File: src/logic/lse_pkg.sv
// package for the link status and error insertion block
package lse_pkg;
	localparam int LANES = 4;
	localparam logic [11:0] ADDR_FAULT = 12'h308;
	localparam logic [11:0] ADDR_LOCK = 12'h321;
	localparam logic [11:0] ADDR_FRMERR = 12'h323;
	localparam logic [11:0] ADDR_FRMCLR = 12'h324;
	localparam logic [11:0] ADDR_ALIGN = 12'h326;
	localparam logic [11:0] ADDR_FLAGSEL = 12'h330;
	localparam logic [11:0] ADDR_FLAGS = 12'h331;
	localparam logic [11:0] ADDR_CTRL = 12'h332;
	localparam logic [11:0] ADDR_IRQSTAT = 12'h340;
	localparam logic [11:0] ADDR_IRQCLR = 12'h341;
	localparam logic [11:0] ADDR_IRQEN = 12'h342;
	localparam int BIT_LOCALFAULT = 0;
	localparam int BIT_ALIGNED = 0;
	localparam int BIT_FAULTGEN = 0;
	localparam logic CTRL_RESET = 1'h1;
	localparam int IRQ_W = 4;
	localparam int IRQ_LOS = 0;
	localparam int IRQ_RXFULL = 1;
	localparam int IRQ_CRC = 2;
	localparam int IRQ_FCS = 3;
	localparam int RESET_NS = 40;
	localparam int CLK_NS = 5;
	localparam int RESET_CYC = (RESET_NS + CLK_NS - 1) / CLK_NS;
	localparam logic [7:0] ERR_CHAR = 8'hfe;
	localparam logic [1:0] CTRL_SYNC = 2'h1;
	localparam logic [7:0] ERR_BTYPE = 8'h1e;
	localparam logic [65:0] ERR_BLOCK = {{8{ERR_CHAR[6:0]}}, ERR_BTYPE, CTRL_SYNC};
	typedef struct packed {
		logic [11:0] addr;
		logic [31:0] wdata;
		logic wr;
		logic rd;
	} lse_bus_s;
	typedef struct packed {
		logic [65:0] block;
		logic valid;
		logic lastBeat;
		logic abortReq;
	} lse_tx_s;
endpackage : lse_pkg

File: src/logic/lse_link_status.sv
// link status registers, loss-of-signal handling and transmit error insertion
`timescale 1ns/100ps
module lse_link_status (
	input wire logic clk,
	input wire logic rst,
	input wire lse_pkg::lse_bus_s bus,
	output logic [31:0] rdata,
	input wire logic [lse_pkg::LANES-1:0] laneWordLock,
	input wire logic [lse_pkg::LANES-1:0] laneClockLock,
	input wire logic alignLock,
	input wire logic signalLoss,
	input wire logic [7:0] txFifoFlags,
	input wire logic [7:0] rxFifoFlags,
	input wire logic rxCrcBad,
	input wire logic rxPayloadBad,
	input wire logic rxDecodeBad,
	input wire lse_pkg::lse_tx_s txIn,
	output lse_pkg::lse_tx_s txOut,
	output logic rxPcsReady,
	output logic localFaultStatus,
	output logic softRxReset,
	output logic crcErrorOut,
	output logic fcsErrorOut,
	output logic decodeErrorOut,
	output logic irq
);
	typedef struct packed {
		logic [31:0] rdata;
		logic [31:0] frmErr;
		logic frmClr;
		logic [7:0] flagSel;
		logic faultGen;
		logic [lse_pkg::IRQ_W-1:0] irqStat;
		logic [lse_pkg::IRQ_W-1:0] irqEn;
		logic rxReady;
		logic localFault;
		logic [3:0] rstCnt;
		logic prevLoss;
		lse_pkg::lse_tx_s tx;
		logic crcErr;
		logic fcsErr;
		logic decErr;
	} lse_state_s;

	lse_state_s q;
	lse_state_s d;
	logic [7:0] flagView;
	logic lossRise;

	// pick flags for the selected fifo; select bit 0 picks transmit flags, else receive flags
	function automatic logic [7:0] flagPick(input logic [7:0] sel, input logic [7:0] tf, input logic [7:0] rf);
		logic [7:0] r;
		r = 8'h00;
		if (sel[0]) begin
			r = tf;
		end else begin
			r = rf;
		end
		return r;
	endfunction : flagPick

	assign flagView = flagPick(q.flagSel, txFifoFlags, rxFifoFlags);
	assign lossRise = signalLoss & ~q.prevLoss;

	// next state
	always_comb begin
		d = q;
		d.prevLoss = signalLoss;
		if (q.frmClr) begin
			d.frmErr = 32'h0;
		end else if (~&laneWordLock && q.frmErr != 32'hffffffff) begin
			d.frmErr = q.frmErr + 32'h1;
		end
		d.rxReady = alignLock & ~signalLoss & (q.rstCnt == 4'h0);
		// local fault from loss of signal
		d.localFault = q.faultGen & signalLoss;
		if (lossRise) begin
			d.rstCnt = 4'(lse_pkg::RESET_CYC);
		end else if (q.rstCnt != 4'h0) begin
			d.rstCnt = q.rstCnt - 4'h1;
		end
		d.tx = txIn;
		// error block replaces data on flagged last beat
		if (txIn.valid && txIn.lastBeat && txIn.abortReq) begin
			d.tx.block = lse_pkg::ERR_BLOCK;
		end
		d.crcErr = rxCrcBad & q.rxReady;
		d.fcsErr = rxPayloadBad & q.rxReady;
		d.decErr = rxDecodeBad & q.rxReady;
		// irq events; set wins over clear
		if (bus.wr && bus.addr == lse_pkg::ADDR_IRQCLR) begin
			d.irqStat = q.irqStat & ~bus.wdata[lse_pkg::IRQ_W-1:0];
		end
		d.irqStat[lse_pkg::IRQ_LOS] = d.irqStat[lse_pkg::IRQ_LOS] | lossRise;
		// receive fifo full is an error event
		d.irqStat[lse_pkg::IRQ_RXFULL] = d.irqStat[lse_pkg::IRQ_RXFULL] | rxFifoFlags[0];
		d.irqStat[lse_pkg::IRQ_CRC] = d.irqStat[lse_pkg::IRQ_CRC] | d.crcErr;
		d.irqStat[lse_pkg::IRQ_FCS] = d.irqStat[lse_pkg::IRQ_FCS] | d.fcsErr;
		// register writes
		if (bus.wr) begin
			if (bus.addr == lse_pkg::ADDR_FRMCLR) begin
				d.frmClr = bus.wdata[0];
			end else if (bus.addr == lse_pkg::ADDR_FLAGSEL) begin
				d.flagSel = bus.wdata[7:0];
			end else if (bus.addr == lse_pkg::ADDR_CTRL) begin
				d.faultGen = bus.wdata[lse_pkg::BIT_FAULTGEN];
			end else if (bus.addr == lse_pkg::ADDR_IRQEN) begin
				d.irqEn = bus.wdata[lse_pkg::IRQ_W-1:0];
			end
		end
		// register reads, answer in next cycle
		d.rdata = 32'h0;
		if (bus.rd) begin
			if (bus.addr == lse_pkg::ADDR_FAULT) begin
				d.rdata[lse_pkg::BIT_LOCALFAULT] = q.localFault;
			end else if (bus.addr == lse_pkg::ADDR_LOCK) begin
				d.rdata[lse_pkg::LANES-1:0] = laneClockLock;
			end else if (bus.addr == lse_pkg::ADDR_FRMERR) begin
				d.rdata = q.frmErr;
			end else if (bus.addr == lse_pkg::ADDR_FRMCLR) begin
				d.rdata[0] = q.frmClr;
			end else if (bus.addr == lse_pkg::ADDR_ALIGN) begin
				d.rdata[lse_pkg::BIT_ALIGNED] = q.rxReady;
			end else if (bus.addr == lse_pkg::ADDR_FLAGSEL) begin
				d.rdata[7:0] = q.flagSel;
			end else if (bus.addr == lse_pkg::ADDR_FLAGS) begin
				d.rdata[7:0] = flagView;
			end else if (bus.addr == lse_pkg::ADDR_CTRL) begin
				d.rdata[0] = q.faultGen;
			end else if (bus.addr == lse_pkg::ADDR_IRQSTAT) begin
				d.rdata[lse_pkg::IRQ_W-1:0] = q.irqStat;
			end else if (bus.addr == lse_pkg::ADDR_IRQEN) begin
				d.rdata[lse_pkg::IRQ_W-1:0] = q.irqEn;
			end
		end
	end

	// state register
	always_ff @(posedge clk or posedge rst) begin
		if (rst) begin
			q <= '0;
			q.faultGen <= lse_pkg::CTRL_RESET;
		end else begin
			q <= d;
		end
	end

	assign rdata = q.rdata;
	assign txOut = q.tx;
	assign rxPcsReady = q.rxReady;
	assign localFaultStatus = q.localFault;
	assign softRxReset = (q.rstCnt != 4'h0);
	assign crcErrorOut = q.crcErr;
	assign fcsErrorOut = q.fcsErr;
	assign decodeErrorOut = q.decErr;
	assign irq = |(q.irqStat & q.irqEn);

	ready_drop_a: assert property (@(posedge clk) disable iff (rst) signalLoss |=> !rxPcsReady)
		else $error("ready stayed high after loss");
	align_read_a: assert property (@(posedge clk) disable iff (rst)
		bus.rd && bus.addr == lse_pkg::ADDR_ALIGN |=> rdata[0] == $past(rxPcsReady))
		else $error("align bit mismatch");
	fault_set_a: assert property (@(posedge clk) disable iff (rst)
		signalLoss && q.faultGen |=> localFaultStatus)
		else $error("local fault not set");
	fault_read_a: assert property (@(posedge clk) disable iff (rst)
		bus.rd && bus.addr == lse_pkg::ADDR_FAULT |=> rdata[0] == $past(localFaultStatus))
		else $error("fault bit mismatch");
	rx_reset_a: assert property (@(posedge clk) disable iff (rst)
		$rose(signalLoss) |=> softRxReset [*8])
		else $error("soft reset too short");
	err_block_a: assert property (@(posedge clk) disable iff (rst)
		txIn.valid && txIn.lastBeat && txIn.abortReq |=> txOut.block == lse_pkg::ERR_BLOCK)
		else $error("error block missing");
	tx_pass_a: assert property (@(posedge clk) disable iff (rst)
		signalLoss && !txIn.abortReq |=> txOut == $past(txIn))
		else $error("tx altered by loss");
	// cleared accumulator stays zero under lock
	frm_zero_a: assert property (@(posedge clk) disable iff (rst)
		q.frmClr ##1 (!q.frmClr && &laneWordLock) |=> q.frmErr == 32'h0)
		else $error("framing count nonzero");
	flag_sel_a: assert property (@(posedge clk) disable iff (rst)
		bus.rd && bus.addr == lse_pkg::ADDR_FLAGS |=> rdata[7:0] == $past(flagView))
		else $error("flag view mismatch");

	ready_align_a: assert property (@(posedge clk) disable iff (rst)
		!alignLock |=> !rxPcsReady)
		else $error("ready high without alignment lock");

	ready_rise_a: assert property (@(posedge clk) disable iff (rst)
		alignLock && !signalLoss && !softRxReset |=> rxPcsReady)
		else $error("ready not raised after lock");

	ready_in_reset_a: assert property (@(posedge clk) disable iff (rst)
		softRxReset |=> !rxPcsReady)
		else $error("ready high during soft reset");

	reset_load_a: assert property (@(posedge clk) disable iff (rst)
		lossRise |=> q.rstCnt == 4'(lse_pkg::RESET_CYC))
		else $error("soft reset count not loaded");

	reset_count_a: assert property (@(posedge clk) disable iff (rst)
		q.rstCnt != 4'h0 && !lossRise |=> q.rstCnt == $past(q.rstCnt) - 4'h1)
		else $error("soft reset count did not step");

	reset_end_a: assert property (@(posedge clk) disable iff (rst)
		softRxReset && q.rstCnt == 4'h1 && !lossRise |=> !softRxReset)
		else $error("soft reset too long");

	loss_event_a: assert property (@(posedge clk) disable iff (rst)
		lossRise |=> q.irqStat[lse_pkg::IRQ_LOS])
		else $error("loss event not latched");

	fault_clear_a: assert property (@(posedge clk) disable iff (rst)
		!signalLoss |=> !localFaultStatus)
		else $error("local fault without loss");

	fault_gen_off_a: assert property (@(posedge clk) disable iff (rst)
		!q.faultGen |=> !localFaultStatus)
		else $error("local fault while generation off");

	ctrl_write_a: assert property (@(posedge clk) disable iff (rst)
		bus.wr && bus.addr == lse_pkg::ADDR_CTRL |=> q.faultGen == $past(bus.wdata[lse_pkg::BIT_FAULTGEN]))
		else $error("fault enable not written");

	lock_read_a: assert property (@(posedge clk) disable iff (rst)
		bus.rd && bus.addr == lse_pkg::ADDR_LOCK |=>
		rdata[lse_pkg::LANES-1:0] == $past(laneClockLock) && rdata[31:lse_pkg::LANES] == '0)
		else $error("lane lock readback mismatch");

	clr_write_a: assert property (@(posedge clk) disable iff (rst)
		bus.wr && bus.addr == lse_pkg::ADDR_FRMCLR |=> q.frmClr == $past(bus.wdata[0]))
		else $error("framing clear not written");

	clr_read_a: assert property (@(posedge clk) disable iff (rst)
		bus.rd && bus.addr == lse_pkg::ADDR_FRMCLR |=> rdata[0] == $past(q.frmClr))
		else $error("framing clear readback mismatch");

	frm_clear_a: assert property (@(posedge clk) disable iff (rst)
		q.frmClr |=> q.frmErr == 32'h0)
		else $error("framing count not cleared");

	frm_count_a: assert property (@(posedge clk) disable iff (rst)
		!q.frmClr && !(&laneWordLock) && q.frmErr != 32'hffffffff |=> q.frmErr == $past(q.frmErr) + 32'h1)
		else $error("framing count did not grow");

	frm_hold_a: assert property (@(posedge clk) disable iff (rst)
		!q.frmClr && &laneWordLock |=> $stable(q.frmErr))
		else $error("framing count moved under lock");

	frm_read_a: assert property (@(posedge clk) disable iff (rst)
		bus.rd && bus.addr == lse_pkg::ADDR_FRMERR |=> rdata == $past(q.frmErr))
		else $error("framing count readback mismatch");

	flag_sel_wr_a: assert property (@(posedge clk) disable iff (rst)
		bus.wr && bus.addr == lse_pkg::ADDR_FLAGSEL |=> q.flagSel == $past(bus.wdata[7:0]))
		else $error("flag select not written");

	flag_sel_rd_a: assert property (@(posedge clk) disable iff (rst)
		bus.rd && bus.addr == lse_pkg::ADDR_FLAGSEL |=> rdata[7:0] == $past(q.flagSel))
		else $error("flag select readback mismatch");

	rx_full_a: assert property (@(posedge clk) disable iff (rst)
		rxFifoFlags[0] |=> q.irqStat[lse_pkg::IRQ_RXFULL])
		else $error("receive full not latched");

	tx_valid_a: assert property (@(posedge clk) disable iff (rst)
		1'b1 |=> txOut.valid == $past(txIn.valid))
		else $error("tx valid altered");

	tx_last_a: assert property (@(posedge clk) disable iff (rst)
		1'b1 |=> txOut.lastBeat == $past(txIn.lastBeat))
		else $error("tx last beat altered");

	tx_data_a: assert property (@(posedge clk) disable iff (rst)
		!(txIn.valid && txIn.lastBeat && txIn.abortReq) |=> txOut.block == $past(txIn.block))
		else $error("tx data overwritten without flag");

	crc_out_a: assert property (@(posedge clk) disable iff (rst)
		rxCrcBad && rxPcsReady |=> crcErrorOut)
		else $error("crc error not reported");

	crc_quiet_a: assert property (@(posedge clk) disable iff (rst)
		!rxCrcBad |=> !crcErrorOut)
		else $error("spurious crc error");

	crc_clear_a: assert property (@(posedge clk) disable iff (rst)
		!(rxCrcBad && rxPcsReady) && bus.wr && bus.addr == lse_pkg::ADDR_IRQCLR && bus.wdata[lse_pkg::IRQ_CRC]
		|=> !q.irqStat[lse_pkg::IRQ_CRC])
		else $error("crc event not cleared");

	fcs_out_a: assert property (@(posedge clk) disable iff (rst)
		rxPayloadBad && rxPcsReady |=> fcsErrorOut)
		else $error("fcs error not reported");

	fcs_quiet_a: assert property (@(posedge clk) disable iff (rst)
		!rxPayloadBad |=> !fcsErrorOut)
		else $error("spurious fcs error");

	dec_out_a: assert property (@(posedge clk) disable iff (rst)
		rxDecodeBad && rxPcsReady |=> decodeErrorOut)
		else $error("decode error not reported");

	dec_quiet_a: assert property (@(posedge clk) disable iff (rst)
		!rxDecodeBad |=> !decodeErrorOut)
		else $error("spurious decode error");

	lock_gate_a: assert property (@(posedge clk) disable iff (rst)
		!rxPcsReady |=> !crcErrorOut && !fcsErrorOut && !decodeErrorOut)
		else $error("error reported before lock");
endmodule : lse_link_status

File: config.mk
export PLATFORM = sky130hd
export DESIGN_NAME = lse_link_status
export DESIGN_NICKNAME = d
export VERILOG_FILES = /design/src/logic/lse_pkg.sv /design/src/logic/lse_link_status.sv
export SDC_FILE = /design/constraint.sdc
export NUM_CORES = 1
export LEC_CHECK = 0
export ABC_AREA = 1
export BUFFER_PORTS_ARGS = -buffer_cell sky130_fd_sc_hd__buf_2
export CORE_ASPECT_RATIO = 0.7
export CORE_MARGIN = 2
export CORE_UTILIZATION = 47
export DETAILED_ROUTE_END_ITERATION = 10
export PLACE_DENSITY = 0.75
export SETUP_SLACK_MARGIN = 0.05
export SYNTH_ARGS = -nofsm -noshare
export SYNTH_HDL_FRONTEND = slang
export SYNTH_SLANG_ARGS = --single-unit
File: constraint.sdc
create_clock -name clk -period 8.59 [get_ports clk]
set_clock_uncertainty 0.15 [all_clocks]
set_input_delay 1.2885 -clock clk [delete_from_list [all_inputs] [get_ports clk]]
set_output_delay 1.2885 -clock clk [all_outputs]
set_load 0.005 [all_outputs]
# After elaboration in Yosys (flattened, before gate mapping)
# Index checks and enable logic that the tools add are counted.
# totals
register_bits	161
latchBits	0
mem_bits_rw	0
mem_bits_ro	0
in_bits	146
out_inout_bits	108
word_cells	100
n_memories	0
# classes
n_addsub	2
multipliers	0
div	0
n_lt_le_gt_ge	0
eq_ne	12
n_shift	0
n_mux	34
n_bitwise	19
n_reduce_logical	15
# ops
operator	count
$eq 12x10->1 const B	11
$mux 32	3
$mux 4	17
$mux 66	1
$add 32x1->32 const B	1
$ne 32x32->1 const B	1
$mux 31	1
$mux 28	1
$mux 24	1
$mux 8	3
$mux 7	2
$and 4x4->4	2
$reduce_and 4->1	2
$and 1x1->1	7
$not 1->1	5
$reduce_and 5->1	1
$logic_and 1x1->1	4
$logic_not 4->1	1
$mux 1	4
$not 4->4	1
$or 1x1->1	4
$reduce_bool 2->1	2
$reduce_bool 4->1	1
$reduce_or 4->1	1
5 further kinds	5

# Depth between registers and ports, before layout
# Gate-level depths: netlist of run 1.
# depth
depth_word	21
mapped_depth	12
depth_no_buf	12

# Least setup slack after synthesis of run 1
# No wires, ideal clock.
# synth_path
kind	input to register
from	in bus[40] (netlist name)
to	reg q[92] (netlist name)
setup_time_ps	127
arrival_ps	2440
t_required_ps	8313
setup_slack_ps	5873
path_stages	9
n_path_buf	1
path_cell_list	nor2_1 > nand2_1 > nor2_2 > nand3_1 > nand2_1 > inv_2 > nand2_2 > buf_4 > mux2_1
# synth_via
elab_chain_cells	3
elab_cells_between_ends	4
cone_classes	eq/ne: 2; bitwise: 1; reduce/logical: 1
# synth_rtl
item	line_no	text
from (decl)	lse_link_status.sv:6	input wire lse_pkg::lse_bus_s bus,
$eq 12x10->1	lse_link_status.sv:101	if (bus.addr == lse_pkg::ADDR_FRMCLR) begin
$not 1->1 (no line)	-	
$reduce_and 3->1 (no line) *	-	
to (decl)	lse_link_status.sv:45	lse_state_s q;
# Mark *: on every way between the ends. The rest lies on a longest branch, timed or not.
# A chain may end at the register's enable or synchronous reset.

==> out/metrics.csv, run 1 <==
metric,value,unit
clk_latency,420,ps
yosys.area.top_type,dfrtp_1,
finalCritPeriodShare,37.1,%
drive_gt1_share,29.8,%
maxSlewHeadroom,29.0,%
synth_cells,890,
fillerInstances,1500,
critPathMaxFanout,27,
holdBufCountCts,0,
r2r_start,q[97],
gr-total-overflow,0,
holdPathStages,2,
track_usage,20.8,%
max_freq,0.314,GHz
path_class,primary input to flop,
drc,0,
synth_cell_types,48,
cts_buffer_depth,2,
die_h,111,um
final_cell_area,8870,um2
via_per_inst,4.70,
finalSetupViolations,0,
status,completed,
worstSetupEndpointType,flop,
syn_avg_cell_area,8.68,um2
grt_pass1_wl,28200,um
cp.required,8780,ps
slew_viol_final,0,
final_common_cell,buf_2,
antenna_found_initial,2,
post_cts_buffers,0,
drv_cap,0,
cpMaxStageDelayCell,nand2_1,
synth_seq_cells,161,
dpl_cell_area,8320,um2
path_common_cell,nand2_1,
cp.arrival,3370,ps
reg2reg_to,q[110],
power.density,204,nW/um2
cp_cell_sequence,buf_2 > nor2_1 > nand2_1 > nor2_2 > nand2_1 > inv_2 > a21oi_1 > nand3_1 > nand2_1 > a21oi_1,
hpwl,12600,um
cts_root_buf,clkbuf_16,
ctsResizeCount,0,
grt_max_degree,103,
core-area,16200,um2
final_cell_mix,"229 x buf_2, 170 x nand2_1, 160 x dfrtp_1",
finalSetupTns,0,ps
syn_nets,1039,
ir_drop,0.136,mV
ys_warn_count,0,
rows,39,
port_buffers,229,
vias,5907,
start_util,47.7,%
ys_seq_area_share,52.2,%
cts.htree.levels,4,
netlist_area,7730,um2
area_growth_syn_to_layout,14.8,%
tightest_slew,1060,ps
highest_layer,met5,
critPathLaunchType,primary input,
firstDrtPassIters,5,
wl_met1,7630,um
cts_tree,yes,
hold_violations,0,
clkSinkCount,161,
numCtsBuffers,17,
die_w,157,um
startpoint,bus[40],
p_leak,4.86,nW
routedWlPerCell,13.7,um
hold_path.class,flop to flop,
min_to,q[89],
synth_area_leaders,"dfrtp_1 52%, buf_4 10%, nand2_1 8.3%",
wl_met2,7560,um
postRouteAntennaNets,0,
grt_pass1_vias,5715,
min-delay-start,q[89],
cp_slowest_stage_delay,670,ps
ios,254,
routed_wl,17200,um
rsz0062_at_grt,no,
synth_top_area_share,51.8,%
synthArstFlopShare,100,%
r2r_cells,12,
place.gp.congestion,0.886,
clk_pin_slew,60,ps
period_needed,3180,ps
dr_wl_met3,1680,um
die_area,17500,um2
drtIter0Drc,312,
synth_edf_count,0,
r2r_setup_slack,6250,ps
nets,1168,
synth_ff_type,dfrtp_1,
==> Yosys cell counts (4+ instances only) <==
cell / n
inv_1: 131
clkbuf_1: 11
inv_2: 15
buf_2: 4
xor2_1: 5
a21oi_1: 30
nand4_1: 14
nand3_1: 37
dfrtp_1: 160
buf_4: 103
nand2_1: 170
o21ai_1: 17
mux2i_1: 6
nor3_1: 36
nand2_2: 7
o21ai_0: 27
nor2_1: 64
nor3_2: 5
==> area by class of cell <==
cell class,count,area [um2],share of cell area [%]
Sequential cell,161,4030,45.4
Multi-Input combinational cell,462,2290,25.8
Timing Repair Buffer,231,1160,13.1
Inverter,146,553,6.23
Clock buffer,20,457,5.15
Tap cell,225,282,3.17
Clock inverter,12,96.3,1.09
Antenna cell,1,2.50,0.0282
==> kinds of logic after synthesis <==
logic type,count (synthesis),share of synthesized area (%)
buf+inv,267,18.2
xor+xnor,7,0.793
fa+ha+maj,3,0.486
compound gates,89,6.28
mux,10,1.36
flops,161,52.2
simple gates,353,20.7
==> report_power, final <==
part	internal, mW	switching (mW)
clock	0.392	0.315
sequential	0.818	0.0539
combinational	0.0967	0.134
total	1.31	0.502
==> stage by stage <==
step                      instances  power, mW  util (%)  hold slack (ps)  setup slack [ps]
after global placement         1225       1.11      51.4              323              5050
after detailed placement       1225       1.12      51.4              332              5010
final                          1258       1.81      54.8              339              5410
after floorplan                 890       1.05         -              302              2800
after global routing           1257       1.91      54.8              373              5120
after CTS                      1257       1.83      54.8              347              5450
==> layer usage <==
metal | up-vias | track usage, %
met5 | - | 0
met4 | 2 | 6.79
met3 | 23 | 7.74
met2 | 240 | 31.6
met1 | 2705 | 27.5
li1 | 2937 | -
==> flip-flops by register name (all words and copies together) (netlist names) <==
name	cells
rxPcsReady	1
decodeErrorOut	1
crcErrorOut	1
txOut	69
fcsErrorOut	1
q	55
rdata	32
localFaultStatus	1
==> critical path: cells and delay by family <==
kind	cells	cell delay, ps
buffers and inverters	2	500
AND/OR/NAND/NOR	6	1330
AO/OA/AOI/OAI	2	250
==> worst max-delay path by stage <==
stage             endpoint
6_report          rdata[0]
5_1_grt           rdata[0]
4_1_cts           rdata[0]
3_5_place_dp      rdata[0]
3_3_place_gp      rdata[0]
2_1_floorplan  crcErrorOut
No activity file was read; power rests on OpenSTA's default activity.
==> run 2: changes to the inputs <==
- ABC_AREA: 1 -> 0
- PLACE_DENSITY: 0.75 -> 0.76
- clock period: 8.59 -> 3.29 ns (I/O delays scaled with it)
==> out/metrics.csv, run 2 <==
metric,value,unit
status,completed,
power,4.79,mW
ys_top_cells_by_count,"160 x dfrtp_1, 101 x buf_4, 55 x nand2b_1",
ctsResizeCount,0,
ys_warn_count,0,
max_freq,0.386,GHz
p_leak,4.26,nW
cts_root_buf,clkbuf_16,
yosys.area_share.simple,19.0,%
yosys.area.top_type,dfrtp_1,
hold_path.class,primary input to asynchronous set/reset pin,
grt_pass1_vias,4890,
synth_top_family_by_area,simple AND/OR/NAND/NOR gates,
drv_cap,0,
cp.arrival,2780,ps
place.gp.congestion,0.869,
reg2reg_to,q[128],
critPathLaunchType,flop,
cpMaxStageDelayCell,or3_1,
cts.htree.levels,4,
cts_buffer_depth,2,
critPathMaxFanout,13,
port_buffers,229,
largest_reg_flops,69,
synth_cells,662,
hold_violations,0,
holdBufCountCts,0,
die_w,154,um
r2r_setup_slack,700,ps
postRouteAntennaNets,0,
cts_tree,yes,
numCtsBuffers,17,
crit_end,q[128],
cp_cell_sequence,nand4_2 > or3_1 > a211o_1 > or4_1 > a21oi_1,
via_per_inst,5.17,
synth_top_area_share,54.3,%
synthArstFlopShare,100,%
synth_seq_cells,161,
rows,38,
drc,0,
nets,937,
final_common_cell,buf_2,
slew_viol_final,0,
ios,254,
grt_pass1_wl,26200,um
crit_cells,5,
routed_wl,16900,um
critPathTopFamily,simple AND/OR/NAND/NOR gates,
firstDrtPassIters,5,
core-area,15400,um2
die_area,16700,um2
synth-compound-area-share,7.64,%
worstSetupEndpointType,flop,
clk_pin_slew,70,ps
synthAdderAreaFrac,0.509,%
finalSetupTns,0,ps
gr-total-overflow,0,
final_cell_mix,"229 x buf_2, 160 x dfrtp_1, 55 x nand2b_1",
syn_avg_cell_area,11.1,um2
ir_drop,0.307,mV
maxSlewHeadroom,37.9,%
die_h,109,um
r2r_cells,5,
period_needed,2590,ps
synth_edf_count,0,
start_util,47.8,%
cp_slowest_stage_delay,560,ps
routedWlPerCell,16.9,um
ys_seq_area_share,54.7,%
netlist_area,7370,um2
grt_max_degree,85,
syn_nets,811,
area_growth_syn_to_layout,16.9,%
synth-xor-area-share,1.78,%
drive_gt1_share,37.5,%
synthMuxAreaShare,4.01,%
yosysMostFrequentCell,dfrtp_1,
post_cts_buffers,0,
synth_cell_types,59,
synth_area_leaders,"dfrtp_1 54%, buf_4 10%, nand2b_1 4.7%",
hpwl,12000,um
startpoint,q[104],
vias,5178,
finalSetupViolations,0,
antenna_found_initial,1,
clk_latency,420,ps
finalCritPeriodShare,78.7,%
cp.required,3480,ps
tightest_slew,932,ps
path_buf_inv,0,
drtIter0Drc,409,
r2r_start,q[104],
clkSinkCount,161,
track_usage,20.1,%
synth_ff_type,dfrtp_1,
path_class,flop to flop,
power.density,556,nW/um2
rsz0062_at_grt,no,
## run 2: cell type report
cell class | count | area (um2)
clock inverter | 15 | 210
antenna | 1 | 2.50
timing repair buffer | 237 | 1220
inverter | 10 | 41.3
sequential | 161 | 4030
clock buffer | 17 | 425
multi-input combinational | 361 | 2440
tap | 200 | 250
fill | 1360 | 6790
## run 2: worst reg2reg max path, stage by stage, from the launching register on
cell and delay (ps):
dfrtp_1 490, nand4_2 160, or3_1 560, a211o_1 500, or4_1 520, a21oi_1 150
## run 2: how the worst min path moves through the flow
stage	from	endpoint	slack [ps]
after CTS	txIn[0]	txOut[0]	40
final	rst	q[82]	60
after floorplan	q[76]	q[76]	300
after detailed placement	q[76]	q[76]	330
after global routing	txIn[2]	txOut[2]	40
after global placement	q[76]	q[76]	330
## run 2: metrics by stage
stage	area [um2]	cells	hold slack, ps	setup slack, ps	utilization [%]
6_report	8620	1002	59.0	701	55.9
5_1_grt	8610	1001	37.6	581	55.9
4_1_cts	8610	1001	39.8	721	55.9
3_5_place_dp	7980	969	327	694	51.8
3_3_place_gp	7980	969	326	737	51.8
2_1_floorplan	7370	662	303	604	-
## run 2: report_power, final
group / total, mW / internal, mW / switching [mW]
Clock: 2.06 / 1.12 / 0.941
Combinational: 0.501 / 0.239 / 0.261
Sequential: 2.23 / 2.12 / 0.112
## run 2: layer usage
metal	global-route usage, %	share of wire [%]	up-vias
li1	-	-	2460
met3	5.88	8.4	13
met5	0	0	-
met4	4.59	0.73	0
met1	27.7	44	2495
met2	32.0	47	210
## run 2: logic make-up after synthesis
family          after synthesis
compound gates               82
xor+xnor                     15
fa+ha+maj                     3
buf+inv                     140
flops                       161
mux                          27
simple gates                234
